==> config.mk <==
export PLATFORM = sky130hd
export DESIGN_NAME = stac_top
export DESIGN_NICKNAME = d
export VERILOG_FILES = /design/src/stac_pkg.sv /design/src/stac_trig_if.sv /design/src/stac_trig_det.sv /design/src/stac_pulse_gen.sv /design/src/stac_top.sv
export VERILOG_INCLUDE_DIRS = /design/src
export SDC_FILE = /design/constraint.sdc
export NUM_CORES = 1
export LEC_CHECK = 0
export BUFFER_PORTS_ARGS = -buffer_cell sky130_fd_sc_hd__buf_2
export CAP_MARGIN = 10
export CORE_UTILIZATION = 50
export DETAILED_ROUTE_END_ITERATION = 6
export GPL_TIMING_DRIVEN = 0
export PLACE_DENSITY = 0.71
export SLEW_MARGIN = 20
export SYNTH_ARGS = -nofsm -noshare
export SYNTH_HDL_FRONTEND = slang
export SYNTH_SLANG_ARGS = --single-unit
==> constraint.sdc <==
create_clock -name ref_clk -period 7.2 [get_ports ref_clk]
set_input_delay 1.8 -clock ref_clk [delete_from_list [all_inputs] [get_ports ref_clk]]
set_output_delay 1.8 -clock ref_clk [all_outputs]
set_load 0.05 [all_outputs]
==> src/stac_consts.svh <==
// constants for the spectrometer trigger and acquisition sequencer
`ifndef STAC_CONSTS_SVH
`define STAC_CONSTS_SVH

////////////////////////////////////////////////////////////////////////////////
// register bus
`define STAC_ADDR_W 8
`define STAC_OFS_CTRL 8'h00
`define STAC_OFS_INTEG 8'h04
`define STAC_OFS_CMD 8'h08
`define STAC_OFS_STATUS 8'h0C
`define STAC_OFS_FRAMES 8'h10
`define STAC_OFS_DROPS 8'h14

////////////////////////////////////////////////////////////////////////////////
// field positions
`define STAC_CTRL_RUN 0
`define STAC_CTRL_MODE_LO 1
`define STAC_CTRL_MODE_HI 3
`define STAC_CTRL_IN_POL 4
`define STAC_CTRL_OUT_EN 5
`define STAC_CTRL_OUT_POL 6
`define STAC_CTRL_W 7
`define STAC_CMD_SW_TRIG 0
`define STAC_INTEG_W 17

////////////////////////////////////////////////////////////////////////////////
// reset values
`define STAC_CTRL_RST 7'h50
`define STAC_INTEG_RST 17'h003E8
`define STAC_INTEG_MIN 17'h0001E

////////////////////////////////////////////////////////////////////////////////
// timing
`define STAC_CLK_PERIOD_NS 20
`define STAC_US_NS 1000
`define STAC_US_CYCLES ((`STAC_US_NS + `STAC_CLK_PERIOD_NS - 1) / `STAC_CLK_PERIOD_NS)
`define STAC_PULSE_US 10
`define STAC_PULSE_NS (`STAC_PULSE_US * `STAC_US_NS)
`define STAC_PULSE_CYCLES ((`STAC_PULSE_NS + `STAC_CLK_PERIOD_NS - 1) / `STAC_CLK_PERIOD_NS)

`endif

==> src/stac_pkg.sv <==
// types and mode decoding for the trigger and acquisition sequencer
package stac_pkg;

  typedef enum logic [2:0] {
    STAC_SW_ASYNC = 3'b000,
    STAC_SW_SYNC = 3'b001,
    STAC_EDGE_ASYNC = 3'b010,
    STAC_EDGE_SYNC = 3'b011,
    STAC_LVL_ASYNC = 3'b100,
    STAC_LVL_SYNC = 3'b101
  } stac_mode_t;

  typedef enum logic [1:0] {
    STAC_IDLE = 2'b00,
    STAC_INTEG = 2'b01,
    STAC_CONV = 2'b10
  } stac_state_t;

  typedef struct packed {
    logic out_pol;
    logic out_en;
    logic in_pol;
    logic [2:0] mode;
    logic run;
  } stac_ctrl_t;

  // codes 6 and 7 behave as software asynchronous
  function automatic logic stac_is_sync(logic [2:0] m);
    return m[0] & (m < 3'h6);
  endfunction

  function automatic logic stac_is_lvl(logic [2:0] m);
    return (m == STAC_LVL_ASYNC) | (m == STAC_LVL_SYNC);
  endfunction

  function automatic logic stac_is_edge(logic [2:0] m);
    return (m == STAC_EDGE_ASYNC) | (m == STAC_EDGE_SYNC);
  endfunction

endpackage

==> src/stac_trig_if.sv <==
// trigger terminal signals shared by sequencer, input detector and pulse generator
`timescale 1ns/10ps
interface stac_trig_if;
  logic pin_in;
  logic in_pol;
  logic edge_hit;
  logic level_hit;
  logic pulse_go;
  logic out_pol;
  logic pulse_busy;
  logic pulse_lvl;

  modport det (input pin_in, input in_pol, output edge_hit, output level_hit);
  modport pulse (input pulse_go, input out_pol, output pulse_busy, output pulse_lvl);
  modport ctrl (output pin_in, output in_pol, output pulse_go, output out_pol,
                input edge_hit, input level_hit, input pulse_busy, input pulse_lvl);
endinterface

==> src/stac_trig_det.sv <==
// external trigger edge and level detection
`timescale 1ns/10ps
module stac_trig_det (
  // clock and reset
  input wire logic ref_clk,
  input wire logic resetn,
  // trigger terminal
  stac_trig_if.det tif
);
  logic prev;
  logic primed;

  // no edge is reported in the first cycle after reset
  wire rise = primed & tif.pin_in & ~prev;
  wire fall = primed & ~tif.pin_in & prev;

  assign tif.edge_hit = tif.in_pol ? rise : fall;
  assign tif.level_hit = (tif.pin_in == tif.in_pol);

  always_ff @(posedge ref_clk or negedge resetn) begin
    if (!resetn) begin
      prev <= 1'b0;
      primed <= 1'b0;
    end else begin
      prev <= tif.pin_in;
      primed <= 1'b1;
    end
  end
endmodule

==> src/stac_pulse_gen.sv <==
// fixed width integration start pulse with selectable polarity
`timescale 1ns/10ps
`include "stac_consts.svh"
module stac_pulse_gen (
  // clock and reset
  input wire logic ref_clk,
  input wire logic resetn,
  // pulse request and level
  stac_trig_if.pulse tif
);
  localparam logic [8:0] LAST = 9'(`STAC_PULSE_CYCLES - 1);

  logic busy;
  logic lvl;
  logic [8:0] cnt;

  wire start = tif.pulse_go & ~busy;
  wire next_busy = start | (busy & (cnt != LAST));

  assign tif.pulse_busy = busy;
  assign tif.pulse_lvl = lvl;

  always_ff @(posedge ref_clk or negedge resetn) begin
    if (!resetn) begin
      busy <= 1'b0;
      cnt <= 9'h000;
      lvl <= 1'b0;
    end else begin
      busy <= next_busy;
      cnt <= start ? 9'h000 : (busy ? cnt + 9'h001 : cnt);
      lvl <= next_busy ? tif.out_pol : ~tif.out_pol;
    end
  end
endmodule

==> src/stac_top.sv <==
// trigger and acquisition sequencer: modes, trigger filter, integration and delivery
//
// Decided for this implementation: the plain strobed port and the placing of the registers.
`timescale 1ns/10ps
`include "stac_consts.svh"

// Functional notes
// - sw async: deliver first frame converted after command
// - sw sync: command starts a new integration
// - edge async: deliver first frame after edge
// - edge sync: selected edge starts integration
// - level async: deliver frames while level active
// - level sync: active level starts integration
// - drop triggers within one measurement period
// - output fixed width pulse at integration start
// - output pulse polarity is configurable
// - all pixels integrate in one window
module stac_top (
  // clock and reset
  input wire logic ref_clk,
  input wire logic resetn,
  // register port
  input wire logic [`STAC_ADDR_W-1:0] addr,
  input wire logic [31:0] wdata,
  input wire logic wr,
  input wire logic rd,
  output logic [31:0] rdata,
  // external trigger terminal
  input wire logic ext_trig_i,
  output logic ext_trig_o,
  output logic ext_trig_oe,
  // sensor and converter
  output logic sensor_integ,
  output logic conv_start,
  input wire logic conv_done,
  // frame delivery
  output logic frame_valid
);

  //////////////////////////////////////////////////////////////////////////////
  // state
  stac_pkg::stac_ctrl_t ctrl;
  stac_pkg::stac_ctrl_t act;
  stac_pkg::stac_ctrl_t cfg;
  stac_pkg::stac_state_t state;
  stac_pkg::stac_state_t next_state;
  logic [`STAC_INTEG_W-1:0] integ_us;
  logic [`STAC_INTEG_W-1:0] integ_cnt;
  logic [5:0] us_cnt;
  logic pending;
  logic [15:0] frames;
  logic [15:0] drops;
  logic out_en;

  stac_trig_if tif ();

  stac_trig_det u_det (
    .ref_clk(ref_clk),
    .resetn(resetn),
    .tif(tif.det)
  );

  stac_pulse_gen u_pulse (
    .ref_clk(ref_clk),
    .resetn(resetn),
    .tif(tif.pulse)
  );

  //////////////////////////////////////////////////////////////////////////////
  // register decode
  wire sel_ctrl = (addr == `STAC_OFS_CTRL);
  wire sel_integ = (addr == `STAC_OFS_INTEG);
  wire sel_cmd = (addr == `STAC_OFS_CMD);
  wire sel_status = (addr == `STAC_OFS_STATUS);
  wire sel_frames = (addr == `STAC_OFS_FRAMES);
  wire sel_drops = (addr == `STAC_OFS_DROPS);
  wire wr_ctrl = wr & sel_ctrl;
  wire wr_integ = wr & sel_integ;
  wire sw_trig = wr & sel_cmd & wdata[`STAC_CMD_SW_TRIG];
  wire [`STAC_INTEG_W-1:0] wr_integ_val = wdata[`STAC_INTEG_W-1:0];
  // shorter than the documented minimum is raised to it
  wire [`STAC_INTEG_W-1:0] integ_clamped =
    (wr_integ_val < `STAC_INTEG_MIN) ? `STAC_INTEG_MIN : wr_integ_val;

  wire [31:0] status_word = {26'h0000000, out_en, tif.pulse_busy, pending, sensor_integ, state};
  wire [31:0] next_rdata =
    sel_ctrl ? {25'h0000000, ctrl} :
    sel_integ ? {15'h0000, integ_us} :
    sel_status ? status_word :
    sel_frames ? {16'h0000, frames} :
    sel_drops ? {16'h0000, drops} : 32'h00000000;

  //////////////////////////////////////////////////////////////////////////////
  // trigger source selection
  // settings act at once while idle, so free running modes pick them up in their idle cycle
  // and the pulse idle level is settled before the next start; a measurement keeps its copy
  assign cfg = (state == stac_pkg::STAC_IDLE) ? ctrl : act;

  wire use_sync = stac_pkg::stac_is_sync(cfg.mode);
  wire use_lvl = stac_pkg::stac_is_lvl(cfg.mode);
  wire use_edge = stac_pkg::stac_is_edge(cfg.mode);
  wire use_sw = ~use_lvl & ~use_edge;
  // the terminal is ignored as an input while it drives the start pulse
  wire ext_ok = cfg.run & ~cfg.out_en;

  assign tif.pin_in = ext_trig_i;
  assign tif.in_pol = cfg.in_pol;
  assign tif.out_pol = cfg.out_pol;

  wire sw_req = use_sw & cfg.run & sw_trig;
  wire edge_req = use_edge & ext_ok & tif.edge_hit;
  wire lvl_req = use_lvl & ext_ok & tif.level_hit;
  wire pulse_req = sw_req | edge_req;
  wire trig_req = pulse_req | lvl_req;

  //////////////////////////////////////////////////////////////////////////////
  // acceptance window
  // a trigger is taken only when no earlier one is still being served
  wire running = (state != stac_pkg::STAC_IDLE);
  wire can_accept = use_sync ? ~running : (running & ~pending);
  wire accept = trig_req & can_accept;
  wire drop = pulse_req & ~can_accept;

  //////////////////////////////////////////////////////////////////////////////
  // sequencer
  wire us_tick = (us_cnt == 6'(`STAC_US_CYCLES - 1));
  wire integ_end = (state == stac_pkg::STAC_INTEG) & us_tick & (integ_cnt == 17'h00001);
  wire conv_end = (state == stac_pkg::STAC_CONV) & conv_done;
  // async modes run free; sync modes wait for an accepted trigger
  wire start_integ = (state == stac_pkg::STAC_IDLE) &
    (use_sync ? accept : cfg.run);
  // only a frame converted after its trigger is delivered
  wire deliver = conv_end & pending;

  always_comb begin
    next_state = state;
    case (state)
      stac_pkg::STAC_IDLE: begin
        if (start_integ) begin
          next_state = stac_pkg::STAC_INTEG;
        end
      end
      stac_pkg::STAC_INTEG: begin
        if (integ_end) begin
          next_state = stac_pkg::STAC_CONV;
        end
      end
      stac_pkg::STAC_CONV: begin
        if (conv_end) begin
          next_state = stac_pkg::STAC_IDLE;
        end
      end
      default: begin
        next_state = stac_pkg::STAC_IDLE;
      end
    endcase
  end

  assign tif.pulse_go = start_integ & cfg.out_en;

  //////////////////////////////////////////////////////////////////////////////
  // registers
  always_ff @(posedge ref_clk or negedge resetn) begin
    if (!resetn) begin
      ctrl <= stac_pkg::stac_ctrl_t'(`STAC_CTRL_RST);
      integ_us <= `STAC_INTEG_RST;
    end else begin
      if (wr_ctrl) begin
        ctrl <= stac_pkg::stac_ctrl_t'(wdata[`STAC_CTRL_W-1:0]);
      end
      if (wr_integ) begin
        integ_us <= integ_clamped;
      end
    end
  end

  // working copy is refreshed only while no measurement runs
  always_ff @(posedge ref_clk or negedge resetn) begin
    if (!resetn) begin
      act <= stac_pkg::stac_ctrl_t'(`STAC_CTRL_RST);
      out_en <= 1'b0;
    end else if (state == stac_pkg::STAC_IDLE) begin
      act <= ctrl;
      out_en <= ctrl.out_en;
    end
  end

  always_ff @(posedge ref_clk or negedge resetn) begin
    if (!resetn) begin
      state <= stac_pkg::STAC_IDLE;
    end else begin
      state <= next_state;
    end
  end

  always_ff @(posedge ref_clk or negedge resetn) begin
    if (!resetn) begin
      us_cnt <= 6'h00;
      integ_cnt <= `STAC_INTEG_MIN;
    end else if (start_integ) begin
      us_cnt <= 6'h00;
      integ_cnt <= integ_us;
    end else if (state == stac_pkg::STAC_INTEG) begin
      us_cnt <= us_tick ? 6'h00 : us_cnt + 6'h01;
      if (us_tick) begin
        integ_cnt <= integ_cnt - 17'h00001;
      end
    end
  end

  // set wins over clear
  always_ff @(posedge ref_clk or negedge resetn) begin
    if (!resetn) begin
      pending <= 1'b0;
    end else if (accept) begin
      pending <= 1'b1;
    end else if (deliver || (!running && !cfg.run)) begin
      pending <= 1'b0;
    end
  end

  always_ff @(posedge ref_clk or negedge resetn) begin
    if (!resetn) begin
      frames <= 16'h0000;
      drops <= 16'h0000;
    end else begin
      frames <= deliver ? frames + 16'h0001 : frames;
      drops <= drop ? drops + 16'h0001 : drops;
    end
  end

  //////////////////////////////////////////////////////////////////////////////
  // outputs
  always_ff @(posedge ref_clk or negedge resetn) begin
    if (!resetn) begin
      sensor_integ <= 1'b0;
      conv_start <= 1'b0;
      frame_valid <= 1'b0;
      rdata <= 32'h00000000;
    end else begin
      sensor_integ <= (next_state == stac_pkg::STAC_INTEG);
      conv_start <= integ_end;
      frame_valid <= deliver;
      rdata <= rd ? next_rdata : 32'h00000000;
    end
  end

  assign ext_trig_o = tif.pulse_lvl;
  assign ext_trig_oe = out_en;

endmodule

==> results.md <==
* Status: finished clean
* Vias in the first global route at 4575
* Gate Count Post-Synth at 563
* Post-CTS Setup Bufs at 0
* Die H at 113 µm
* Critical-path cell with the highest stage delay: nor3_1
* Clock tree root buffer cell: clkbuf_16
* Diodes inserted at 0
* Die area at 12800 µm²
* Req. time, crit path at 7.50 ns
* # DRC at 0
* Starting DRC count in detailed routing at 319
* Synthesized area at 6200 µm²
* Area grow syn2layout at 19.6%
* Filler cells at 984
* Post_cts resized at 0
* Slew @ Worst Pin at 1.11 ns
* Worst reg-to-reg path cell count at 8
* Worst Skew at 0.00743 ns
* R2R setup slack at 4.54 ns
* Starting density of the core at 51.4%
* Syn_area_per_cell at 11.0 µm²
* Fin. max-slew vios at 0
* Placer Congestion at 0.845
* Min Clock Period, post-route at 3.83 ns
* Flop pwr share at 38.3%
* Maximum vdd drop at 202 µV
* Yosys cell types at 65
* Routed Wire Length at 14200 µm
* Worst Hold Depth at 1
* Antenna-violating nets left at 0
* Routed wire per std cell at 17.1 µm
* 1st-pass router iterations at 7
* Most numerous cell in the Yosys netlist: dfrtp_1
* Largest net degree at the start of global routing at 74
* Setup-failing EPs final at 0
* Reg clk slew, reported paths at 0.05 ns
* Core footprint at 12100 µm²
* Hold Path End: frames[15]
* Async SR Flop Fraction at 100%
* Worst-path fanout max at 10
* Synth area leader: dfrtp_1
* Clock power frac at 41.8%
* Rows at 40
* Slew HR at 25.7%
* TritonCTS clock tree: yes
* Tot GR Track Use at 23.8%
* Clk_lat worst skew at 0.41 ns
* Detail Placement HPWL at 10100 µm
* Tcrit/Tclk final at 53.2%
* Final setup TNS at 0 ns
* Yosys warns at 0
* H-tree Lvls at 4
* Clk buf depth at 2
* Antenna violations before repair at 0
* Vias at 4632
* Ys flop type: dfrtp_1
* Crit path max-delay family: simple AND/OR/NAND/NOR gates
* Worst setup startpoint: addr[5]
* Hold Slack at 0.472 ns
* Crit Reg-Reg Startpoint: ctrl[3]
* Startpoint class of the critical path: primary input
* Synth top area cells: dfrtp_1 (44%), dfstp_2 (5.9%), xnor2_1 (5.7%), mux2_2 (5.5%), nand2_1 (3.3%)
* Seq/Total Area, Yosys at 49.9%
* Maximum clock rate at 261 MHz
* Chip width at 113 µm
* Max_cap viols at 0
* Critical Path, Cell by Cell: buf_2 > nor4b_1 > nand2_1 > nor3_1 > clkbuf_1 > a22oi_1 > a21boi_0
* First-pass GRT wire length at 23300 µm
* Post-place setup slack at 3.02 ns
* Worst Path Buf+Inv at 2
* #FFs+latches synth at 123
* Pwr dens at 310 nW/µm²
* Crit-path max cell delay at 0.85 ns
* RSZ-0062 raised after global routing: no
* Most instantiated cells after synthesis: dfrtp_1 (109), nand2_1 (55), xnor2_1 (40)
* Arr. time, crit path at 4.13 ns
* I/O pins at 83
* Vias per cell at 5.59
* EDFF count, synth at 0
* Hold Path Class: register to register
* P_int at 1.65 mW
* I/O Buffers at 51
* Logic pwr share at 19.8%
* Share of cells above drive strength 1 at 26.3%
* Worst r2r dst: integ_cnt[13]
* Num CTS Buffers at 17
* Critical Path Sink Type: register
* Final net count at 701
* Final hold vios at 0
* Hold Buf Count CTS at 0
* WS Path Type: primary input to register
* Min-delay src: frames[15]
* Setup ws final at 3.37 ns
* Switching pwr at 0.653 mW
* Sink Count at 123
* Switching share of power at 28.4%
* Remaining Overflow, GRT at 0
* Area share of the largest cell type after synthesis at 44.0%
* LEAKAGE at 3.40 nW
routing by layer:
layer	global-route usage, %	up-vias	part of all wire (%)
met5	0	-	0
met4	10.7	0	2.7
met3	6.48	29	5.3
met2	36.9	136	47
met1	31.2	2298	45
li1	-	2169	-
worst max path at each step:
| stage | end | slack (ns) | cells after the start |
|---|---|---|---|
| after floorplan | integ_cnt[11] | 3.39 | 9 |
| after global placement | rdata[2] | 2.78 | 1 |
| after detailed placement | rdata[6] | 3.02 | 7 |
| after CTS | rdata[6] | 3.45 | 7 |
| after global routing | rdata[5] | 3.27 | 7 |
| final | rdata[5] | 3.37 | 7 |
stage by stage:
stage          total power, mW  utilization [%]  std cells  area, µm²
2_1_floorplan             1.22                -        577       6250
3_3_place_gp              1.32             55.7        796       6720
3_5_place_dp              1.34             56.0        797       6750
4_1_cts                   2.31             61.5        829       7410
5_1_grt                   2.40             61.5        829       7410
6_report                  2.30             61.5        829       7410
cell type report:
cell class / count / area, µm² / share of cell area [%]
buffer: 40 / 259 / 3.49
clock buffer: 20 / 447 / 6.02
clock inverter: 12 / 219 / 2.95
inverter: 7 / 26.3 / 0.354
multi-input combinational: 407 / 2870 / 38.7
sequential: 123 / 3100 / 41.7
tap: 168 / 210 / 2.83
timing repair buffer: 52 / 289 / 3.90
state kept, by name (all words and copies together) (netlist names):
signal / count
act: 7
conv_start: 1
ctrl: 7
drops: 16
ext_trig_oe: 1
frame_valid: 1
frames: 16
integ_cnt: 17
integ_us: 17
pending: 1
rdata: 17
sensor_integ: 1
state: 2
u_det.prev: 1
u_det.primed: 1
u_pulse.cnt: 9
u_pulse.tif.pulse_busy: 1
u_pulse.tif.pulse_lvl: 1
us_cnt: 6
logic make-up (layout without fill, tap and decap cells):
group | Yosys count | after routing | share of synthesized area [%]
flops | 123 | 123 | 49.9
fa+ha+maj | 7 | 7 | 1.41
buf+inv | 47 | 131 | 4.60
xor+xnor | 49 | 49 | 6.93
other cells | 2 | 16 | 0.121
simple gates | 208 | 208 | 18.5
mux | 43 | 43 | 8.20
compound gates | 84 | 84 | 10.3
power by group through the flow:
| stage | clock network, mW | registers (mW) | logic [mW] |
|---|---|---|---|
| after floorplan | 0 | 0.884 | 0.332 |
| after CTS | 0.975 | 0.881 | 0.457 |
| after detailed placement | 0 | 0.891 | 0.453 |
| final | 0.963 | 0.882 | 0.456 |
| after global placement | 0 | 0.884 | 0.432 |
| after global routing | 1.01 | 0.895 | 0.500 |
cells in the final DEF, fill, tap and decap left out, drive strengths merged, types with 16 or more instances in the layout:
| cell type | instances |
|---|---|
| dfrtp | 109 |
| mux2 | 38 |
| nor2 | 27 |
| nand4 | 20 |
| conb | 16 |
| buf | 79 |
| nand2 | 55 |
| xnor2 | 40 |
| o21ai | 23 |
| nand3 | 21 |
| clkbuf | 33 |
No activity file was read; power rests on OpenSTA's default activity.
